File: config.mk
export PLATFORM = sky130hd
export DESIGN_NAME = spcc_strap_capture
export DESIGN_NICKNAME = d
export VERILOG_FILES = /design/src/verilog/spcc_pkg.sv /design/src/verilog/spcc_strap_capture.sv
export VERILOG_INCLUDE_DIRS = /design/src /design/src/verilog
export SDC_FILE = /design/constraint.sdc
export NUM_CORES = 1
export LEC_CHECK = 0
export BUFFER_PORTS_ARGS = -buffer_cell sky130_fd_sc_hd__clkbuf_2
export CAP_MARGIN = 20
export CORE_MARGIN = 5
export CORE_UTILIZATION = 55
export DETAILED_ROUTE_END_ITERATION = 7
export PLACE_DENSITY = 0.89
export SLEW_MARGIN = 40
export SYNTH_ARGS = -nofsm -noshare
export SYNTH_HDL_FRONTEND = slang
export SYNTH_SLANG_ARGS = --single-unit
File: constraint.sdc
create_clock -name pclk -period 4.4 [get_ports pclk]
set_clock_uncertainty 0.15 [all_clocks]
set_input_delay 0.22 -clock pclk [delete_from_list [all_inputs] [get_ports pclk]]
set_output_delay 0.22 -clock pclk [all_outputs]
set_load 0.02 [all_outputs]
File: src/verilog/spcc_map.svh
// Register offsets, field positions and reset values of the strap capture block
`ifndef SPCC_MAP_SVH
`define SPCC_MAP_SVH
`define SPCC_OFF_MODEM_CTRL   8'h00
`define SPCC_OFF_OPTION_INFO  8'h04
`define SPCC_OFF_IFACE_INFO   8'h08
`define SPCC_OFF_AUTO_TOGGLE  8'h0c
`define SPCC_OFF_GIO_OE       8'h10
`define SPCC_OFF_GIO_OUT      8'h14
`define SPCC_OFF_GIO_IN       8'h18
`define SPCC_OFF_EEPROM       8'h1c
`define SPCC_CTL_PRESCALE_BIT 7
`define SPCC_OSC_MSB          2
`define SPCC_OSC_LSB          0
`define SPCC_IFACE_MSB        5
`define SPCC_IFACE_LSB        4
`define SPCC_TOGSRC_MSB       1
`define SPCC_TOGSRC_LSB       0
`define SPCC_TOG_DRIVER_BIT   5
`define SPCC_TOG_RECEIVER_BIT 7
`define SPCC_EE_CS_BIT        0
`define SPCC_EE_SK_BIT        1
`define SPCC_EE_DI_BIT        2
`define SPCC_EE_DO_BIT        3
`define SPCC_RST_MODEM_CTRL   8'h00
`define SPCC_RST_AUTO_TOGGLE  8'h00
`define SPCC_RST_GIO_OE       8'h00
`define SPCC_RST_GIO_OUT      8'h00
`define SPCC_RST_EEPROM       4'h0
`endif

File: src/verilog/spcc_pkg.sv
// Types shared by the strap capture block
package spcc_pkg;
  typedef enum logic [2:0] {
    SPCC_ST_RESET   = 3'b001,
    SPCC_ST_CAPTURE = 3'b010,
    SPCC_ST_RUN     = 3'b100
  } spcc_state_t;
  typedef enum logic [1:0] {
    SPCC_TOG_RTS       = 2'h0,
    SPCC_TOG_DTR       = 2'h1,
    SPCC_TOG_DEDICATED = 2'h2,
    SPCC_TOG_NONE      = 2'h3
  } spcc_togsrc_t;
  typedef enum logic [1:0] {
    SPCC_LINE_RS232 = 2'h0,
    SPCC_LINE_RS422 = 2'h1,
    SPCC_LINE_RS485 = 2'h2,
    SPCC_LINE_RSVD  = 2'h3
  } spcc_line_t;
endpackage : spcc_pkg

File: src/verilog/spcc_strap_capture.sv
// Strap capture, general I/O pins, line toggle steering and EEPROM pins behind APB
//
// The address map and the APB slave port were decided locally.
`timescale 1ns/1ns
`include "spcc_map.svh"

module spcc_strap_capture
  import spcc_pkg::*;
(
  input  wire logic       pclk,
  input  wire logic       presetn,
  input  wire logic       psel,
  input  wire logic       penable,
  input  wire logic       pwrite,
  input  wire logic [7:0] paddr,
  input  wire logic [31:0] pwdata,
  output logic      [31:0] prdata,
  output logic            pready,
  output logic            pslverr,
  input  wire logic       prescaler_select_strap,
  input  wire logic [2:0] osc_freq_strap,
  input  wire logic [1:0] line_iface_strap,
  input  wire logic [1:0] toggle_source_strap,
  output logic            prescaler_div4,
  output logic      [1:0] line_type,
  input  wire logic [7:0] uart_tx_active,
  input  wire logic [7:0] uart_rts_n,
  input  wire logic [7:0] uart_dtr_n,
  output logic      [7:0] request_to_send_out_n,
  output logic      [7:0] terminal_ready_out_n,
  output logic      [7:0] driver_enable_out,
  output logic      [7:0] receiver_enable_out_n,
  input  wire logic [7:0] gio_in,
  output logic      [7:0] gio_out,
  output logic      [7:0] gio_oe_n,
  output logic            eeprom_cs,
  output logic            eeprom_sk,
  output logic            eeprom_di,
  input  wire logic       eeprom_do
);

  // Reset release synchroniser
  logic        rst_meta;
  logic        rst_sync;
  spcc_state_t state;
  spcc_state_t next_state;

  // Pin synchronisers; no reset so straps are tracked during reset
  logic       presc_meta;
  logic       presc_sync;
  logic [2:0] osc_meta;
  logic [2:0] osc_sync;
  logic [1:0] line_meta;
  logic [1:0] line_sync;
  logic [1:0] tog_meta;
  logic [1:0] tog_sync;
  logic [7:0] gio_meta;
  logic [7:0] gio_sync;
  logic       eedo_meta;
  logic       eedo_sync;

  // Registers
  logic [7:0] modem_control_reg;
  logic [2:0] osc_freq_field;
  logic [1:0] iface_info_field;
  logic [1:0] toggle_source_field;
  logic [7:0] auto_toggle_reg;
  logic [7:0] general_io_output_enable;
  logic [7:0] general_io_output_level;
  logic [7:0] general_io_input_level;
  logic [3:0] eeprom_ctrl;

  // Bus decode
  wire        setup_phase = psel & ~penable;
  wire        wr_access   = psel & penable & pwrite;
  wire        hit_modem   = (paddr == `SPCC_OFF_MODEM_CTRL);
  wire        hit_opt     = (paddr == `SPCC_OFF_OPTION_INFO);
  wire        hit_ifc     = (paddr == `SPCC_OFF_IFACE_INFO);
  wire        hit_toggle  = (paddr == `SPCC_OFF_AUTO_TOGGLE);
  wire        hit_goe     = (paddr == `SPCC_OFF_GIO_OE);
  wire        hit_gout    = (paddr == `SPCC_OFF_GIO_OUT);
  wire        hit_gin     = (paddr == `SPCC_OFF_GIO_IN);
  wire        hit_ee      = (paddr == `SPCC_OFF_EEPROM);
  wire        hit_any     = hit_modem | hit_opt | hit_ifc | hit_toggle |
                            hit_goe | hit_gout | hit_gin | hit_ee;
  wire        capture     = (state == SPCC_ST_CAPTURE);
  wire        running     = (state == SPCC_ST_RUN);

  wire [7:0]  opt_word;
  wire [7:0]  ifc_word;
  wire [7:0]  ee_word;
  wire [31:0] rd_mux;

  assign opt_word = {5'h00, osc_freq_field};
  // Line type and toggle source fields
  assign ifc_word = {2'h0, iface_info_field, 2'h0, toggle_source_field};
  assign ee_word  = {4'h0, eedo_sync, eeprom_ctrl[2:0]};

  assign rd_mux = hit_modem ? {24'h000000, modem_control_reg} :
                  hit_opt  ? {24'h000000, opt_word} :
                  hit_ifc  ? {24'h000000, ifc_word} :
                  hit_toggle ? {24'h000000, auto_toggle_reg} :
                  hit_goe  ? {24'h000000, general_io_output_enable} :
                  hit_gout ? {24'h000000, general_io_output_level} :
                  hit_gin  ? {24'h000000, general_io_input_level} :
                  hit_ee   ? {24'h000000, ee_word} : 32'h00000000;

  // Single-cycle access phase; data prepared in setup
  assign pready = 1'b1;

  always_ff @(posedge pclk or negedge presetn) begin
    if (!presetn) begin
      rst_meta <= 1'b0;
      rst_sync <= 1'b0;
    end else begin
      rst_meta <= 1'b1;
      rst_sync <= rst_meta;
    end
  end

  always_ff @(posedge pclk) begin
    presc_meta <= prescaler_select_strap;
    presc_sync <= presc_meta;
    osc_meta   <= osc_freq_strap;
    osc_sync   <= osc_meta;
    line_meta  <= line_iface_strap;
    line_sync  <= line_meta;
    tog_meta   <= toggle_source_strap;
    tog_sync   <= tog_meta;
    gio_meta   <= gio_in;
    gio_sync   <= gio_meta;
    eedo_meta  <= eeprom_do;
    eedo_sync  <= eedo_meta;
  end

  // Capture sequencer: one capture cycle after synced release
  always_comb begin
    case (state)
      SPCC_ST_RESET:   next_state = rst_sync ? SPCC_ST_CAPTURE : SPCC_ST_RESET;
      SPCC_ST_CAPTURE: next_state = SPCC_ST_RUN;
      SPCC_ST_RUN:     next_state = SPCC_ST_RUN;
      default:         next_state = SPCC_ST_RESET;
    endcase
  end

  always_ff @(posedge pclk or negedge presetn) begin
    if (!presetn) begin
      state <= SPCC_ST_RESET;
    end else begin
      state <= next_state;
    end
  end

  // Inverted prescaler strap loaded at release
  always_ff @(posedge pclk or negedge presetn) begin
    if (!presetn) begin
      modem_control_reg <= `SPCC_RST_MODEM_CTRL;
    end else if (capture) begin
      modem_control_reg[`SPCC_CTL_PRESCALE_BIT] <= ~presc_sync;
    end else if (wr_access && hit_modem && running) begin
      modem_control_reg <= pwdata[7:0];
    end
  end

  // Strap fields change only at capture
  // Codes stored as seen, no remapping
  always_ff @(posedge pclk or negedge presetn) begin
    if (!presetn) begin
      osc_freq_field      <= 3'h0;
      iface_info_field    <= 2'h0;
      toggle_source_field <= 2'h0;
    end else if (capture) begin
      osc_freq_field      <= osc_sync;
      iface_info_field    <= line_sync;
      toggle_source_field <= tog_sync;
    end
  end

  always_ff @(posedge pclk or negedge presetn) begin
    if (!presetn) begin
      auto_toggle_reg          <= `SPCC_RST_AUTO_TOGGLE;
      general_io_output_enable <= `SPCC_RST_GIO_OE;
      general_io_output_level  <= `SPCC_RST_GIO_OUT;
      eeprom_ctrl              <= `SPCC_RST_EEPROM;
    end else if (wr_access) begin
      if (hit_toggle) begin
        auto_toggle_reg <= pwdata[7:0];
      end
      if (hit_goe) begin
        general_io_output_enable <= pwdata[7:0];
      end
      if (hit_gout) begin
        general_io_output_level <= pwdata[7:0];
      end
      if (hit_ee) begin
        eeprom_ctrl <= {1'b0, pwdata[2:0]};
      end
    end
  end

  always_ff @(posedge pclk or negedge presetn) begin
    if (!presetn) begin
      general_io_input_level <= 8'h00;
    end else begin
      general_io_input_level <= gio_sync;
    end
  end

  // Read data and error decided in setup, held through access
  always_ff @(posedge pclk or negedge presetn) begin
    if (!presetn) begin
      prdata  <= 32'h00000000;
      pslverr <= 1'b0;
    end else if (setup_phase) begin
      prdata  <= pwrite ? 32'h00000000 : rd_mux;
      pslverr <= ~hit_any;
    end
  end

  // Live inverted strap during reset, latched bit after
  always_ff @(posedge pclk) begin
    prescaler_div4 <= running ? modem_control_reg[`SPCC_CTL_PRESCALE_BIT] : ~presc_sync;
  end

  // Line transceiver type out of captured code
  always_ff @(posedge pclk or negedge presetn) begin
    if (!presetn) begin
      line_type <= SPCC_LINE_RS232;
    end else begin
      line_type <= iface_info_field;
    end
  end

  // Toggle steering; code 3 passes UART levels, no toggling
  wire sel_rts = (toggle_source_field == SPCC_TOG_RTS);
  wire sel_dtr = (toggle_source_field == SPCC_TOG_DTR);
  wire sel_ded = (toggle_source_field == SPCC_TOG_DEDICATED);
  wire drv_val = auto_toggle_reg[`SPCC_TOG_DRIVER_BIT];
  wire rcv_val = auto_toggle_reg[`SPCC_TOG_RECEIVER_BIT];
  // RS232 never toggles, only RS422 and RS485 drive switching
  wire tog_ok  = running && (iface_info_field == SPCC_LINE_RS422 ||
                             iface_info_field == SPCC_LINE_RS485);

  always_ff @(posedge pclk or negedge presetn) begin
    if (!presetn) begin
      request_to_send_out_n <= 8'hff;
      terminal_ready_out_n  <= 8'hff;
      driver_enable_out     <= 8'h00;
      receiver_enable_out_n <= 8'h00;
    end else begin
      for (int i = 0; i < 8; i++) begin
        // RTS or DTR pin carries inverted driver level in transmit
        request_to_send_out_n[i] <= (tog_ok && sel_rts && uart_tx_active[i]) ?
                                    ~drv_val : uart_rts_n[i];
        terminal_ready_out_n[i]  <= (tog_ok && sel_dtr && uart_tx_active[i]) ?
                                    ~drv_val : uart_dtr_n[i];
        driver_enable_out[i]     <= (tog_ok && sel_ded && uart_tx_active[i]) ?
                                    drv_val : ~drv_val;
        receiver_enable_out_n[i] <= (tog_ok && sel_ded && uart_tx_active[i]) ?
                                    rcv_val : ~rcv_val;
      end
    end
  end

  // Pin drivers, enable low while driving
  always_ff @(posedge pclk or negedge presetn) begin
    if (!presetn) begin
      gio_out  <= 8'h00;
      gio_oe_n <= 8'hff;
    end else begin
      gio_out  <= general_io_output_level;
      gio_oe_n <= ~general_io_output_enable;
    end
  end

  always_ff @(posedge pclk or negedge presetn) begin
    if (!presetn) begin
      eeprom_cs <= 1'b0;
      eeprom_sk <= 1'b0;
      eeprom_di <= 1'b0;
    end else begin
      eeprom_cs <= eeprom_ctrl[`SPCC_EE_CS_BIT];
      eeprom_sk <= eeprom_ctrl[`SPCC_EE_SK_BIT];
      eeprom_di <= eeprom_ctrl[`SPCC_EE_DI_BIT];
    end
  end

endmodule : spcc_strap_capture
==> summary.md <==
| Metric | Value |
|---|---|
| Clk sinks | 152 |
| Area growth syn-to-layout | 32.23% |
| Initial antenna violation count | 0 |
| WL per Instance | 18.86 um |
| H-tree Lvls | 4 |
| Post-Syn Instances | 439 |
| DRT Pass-1 Iters | 5 |
| Synth top cells by count | dfrtp_1, mux2_2, dfxtp_1, nand2_1, inv_1 |
| Total track usage | 23.80% |
| Hold Fails Final Rpt | 0 |
| Slowest CP cell | nor4b_4 |
| CTS Buf Count | 17 |
| Distinct cells, synth | 54 |
| Worst slew pin tran | 0.7299 ns |
| Synth top area cells | dfrtp_1, dfxtp_1, dfstp_2, mux2_2, mux2i_1 |
| Count leader, synth | dfrtp_1 |
| Post-synth top flop | dfrtp_1 |
| Post-route setup TNS | 0 ns |
| RSZ-0062 raised after global routing | no |
| Die Y | 112.6 um |
| Layout Nets | 720 |
| Congestion Overflow GR | 0 |
| Yosys reg bits | 152 |
| Hold path endpoint | prdata[2] |
| Relative slew slack | 51.12% |
| Ratio of cells with drive above 1 in the final layout | 36.79% |
| Run status | complete, no violations |
| First-pass GRT wire length | 23330 um |
| Arrival @ worst endpoint | 3.23 ns |
| Fin crit share | 66.59% |
| Startpoint Class | register |
| Setup Viol. Count Final | 0 |
| Post-Syn Area | 5784 sq um |
| Number of diodes | 0 |
| Final wirelength | 14770 um |
| Slew Viols, Final | 0 |
| Number of flops mapped to enable cells by yosys | 0 |
| Min Tclk post-route | 2.930 ns |
| Worst min-delay path category | in -> reg |
| Clock Latency Late Sink | 0.52 ns |
| Origin of the critical flop-to-flop path | state[1] |
| Worst-path clk slew | 0.06 ns |
| Hold wc startpoint | paddr[1] |
| Worst Path Required | 4.70 ns |
| FFs w/ async S/R, synth | 76.97% |
| Core area | 10280 sq um |
| Critical Path Sink Type | register |
| Crit-path cells | or3b_1 -> nor4b_4 -> nand2_1 -> mux2i_1 -> dlygate4sd3_1 |
| Via count of the first global-routing pass | 4452 |
| Gpl congestion | 0.9068 |
| Vias | 4169 |
| Hold path depth | 5 |
| Antenna violation net count after detailed routing | 0 |
| Initial detailed-routing violation count | 288 |
| CTS tree | built |
| CP peak stage delay | 0.65 ns |
| Synth top area share | 39.80% |
| Largest net degree at the start of global routing | 80 |
| Post-layout util | 74.42% |
| R2r setup slk | 1.47 ns |
| Via density | 5.324 |
| Minimum setup slack after placement | 1.967 ns |
| Syn_area_per_cell | 13.18 sq um |
| Detailed placement HPWL | 8949 um |
| Site row count | 37 |
| Leak | 3.696 nW |
| Die extent in x | 112.6 um |
| Pwr Density | 434.6 nW/um^2 |
| WS Path Type | reg -> reg |
| PnR worst setup slack | 1.470 ns |
| Maximum VDD drop | 0.0003888 V |
| Post-cts resize count | 0 |
| # port buffers | 124 |
| Syn. warnings | 0 |
| # IOs | 174 |
| Sequential share of the synthesized area | 63.27% |
| Initial core utilization | 56.28% |
| Max_cap viols | 0 |
| Root Driver | clkbuf_8 |
| Fmax | 341.3 MHz |
| CP max FO | 8 |
| Cell taking the most area after synthesis | dfrtp_1 |
| Worst Reg-to-Reg Cells | 5 |
| Die Area | 12670 sq um |
| DRC Markers | 0 |
| R2R Path End | terminal_ready_out_n[2] |
| CTS max path bufs | 2 |
placed cells by master, fill, tap and decap left out, types with 7 or more instances in the layout:
cell,count
conb_1,26
clkbuf_16,16
o21ai_0,12
a22oi_1,7
dfxtp_1,35
nand2_1,35
dlygate4sd3_1,68
dfrtp_1,91
clkbuf_2,123
mux2i_1,26
mux2_2,42
inv_1,27
nor2_1,8
xor2_1,16
dfstp_2,25
worst max-delay path, delay by kind of cell, from the launching register on:
kind	cells	cell delay (ns)
and+or+nand+nor	3	1.44
buffers and inverters	1	0.62
DFF	1	0.42
muxes	1	0.23
per-layer routing:
metal	GRT usage [%]	wire (um)
met5	0	0
met4	14.02	690
met3	5.930	941
met2	40.68	7750
met1	26.89	5386
logic make-up after synthesis:
family	count (synthesis)	share of synthesized area (%)
simple gates	86	9.410
mux	69	13.07
compound gates	45	5.300
other cells	2	0.1298
flops	152	63.27
buf+inv	68	6.251
xor+xnor	17	2.574
report_power, final:
group	switching, mW	internal (mW)	leakage (nW)
clock network	0.598	0.739	0.273
registers	0.0891	1.50	1.71
logic	0.225	0.169	1.72
worst max path at each step:
stage	end	cells past startpoint	from	slack, ns
after floorplan	receiver_enable_out_n[0]	5	state[1]	2.54
after global placement	general_io_output_level[2]	4	paddr[2]	2.06
after detailed placement	general_io_output_level[6]	4	paddr[2]	1.97
after CTS	terminal_ready_out_n[1]	5	state[1]	1.70
after global routing	terminal_ready_out_n[2]	5	state[1]	1.43
final	terminal_ready_out_n[2]	5	state[1]	1.47
cell type report:
type                            instances  area [sq um]
Fill cell                             640          2629
Inverter                               27         101.3
Clock inverter                         13         106.4
Tap cell                              136         170.2
Multi-Input combinational cell        243          1853
Timing Repair Buffer                  193          1315
Clock buffer                           19         441.7
Sequential cell                       152          3661
metrics by stage:
stage / instance area, sq um / cells / hold slack (ns) / total power, mW
after detailed placement: 6420 / 683 / 0.1444 / 1.947
after floorplan: 5874 / 463 / -0.2256 / 1.821
after global placement: 6415 / 683 / 0.1602 / 1.924
after global routing: 7649 / 783 / 0.04570 / 3.435
after CTS: 7649 / 783 / 0.02072 / 3.317
final: 7649 / 783 / 0.04906 / 3.324
timing repair:
action	CTS	global route
hold buffers	68	0
endpoints found under the hold margin	165	0
buffers inserted	0	0
Note: power is estimated with default switching activity, not from simulation.
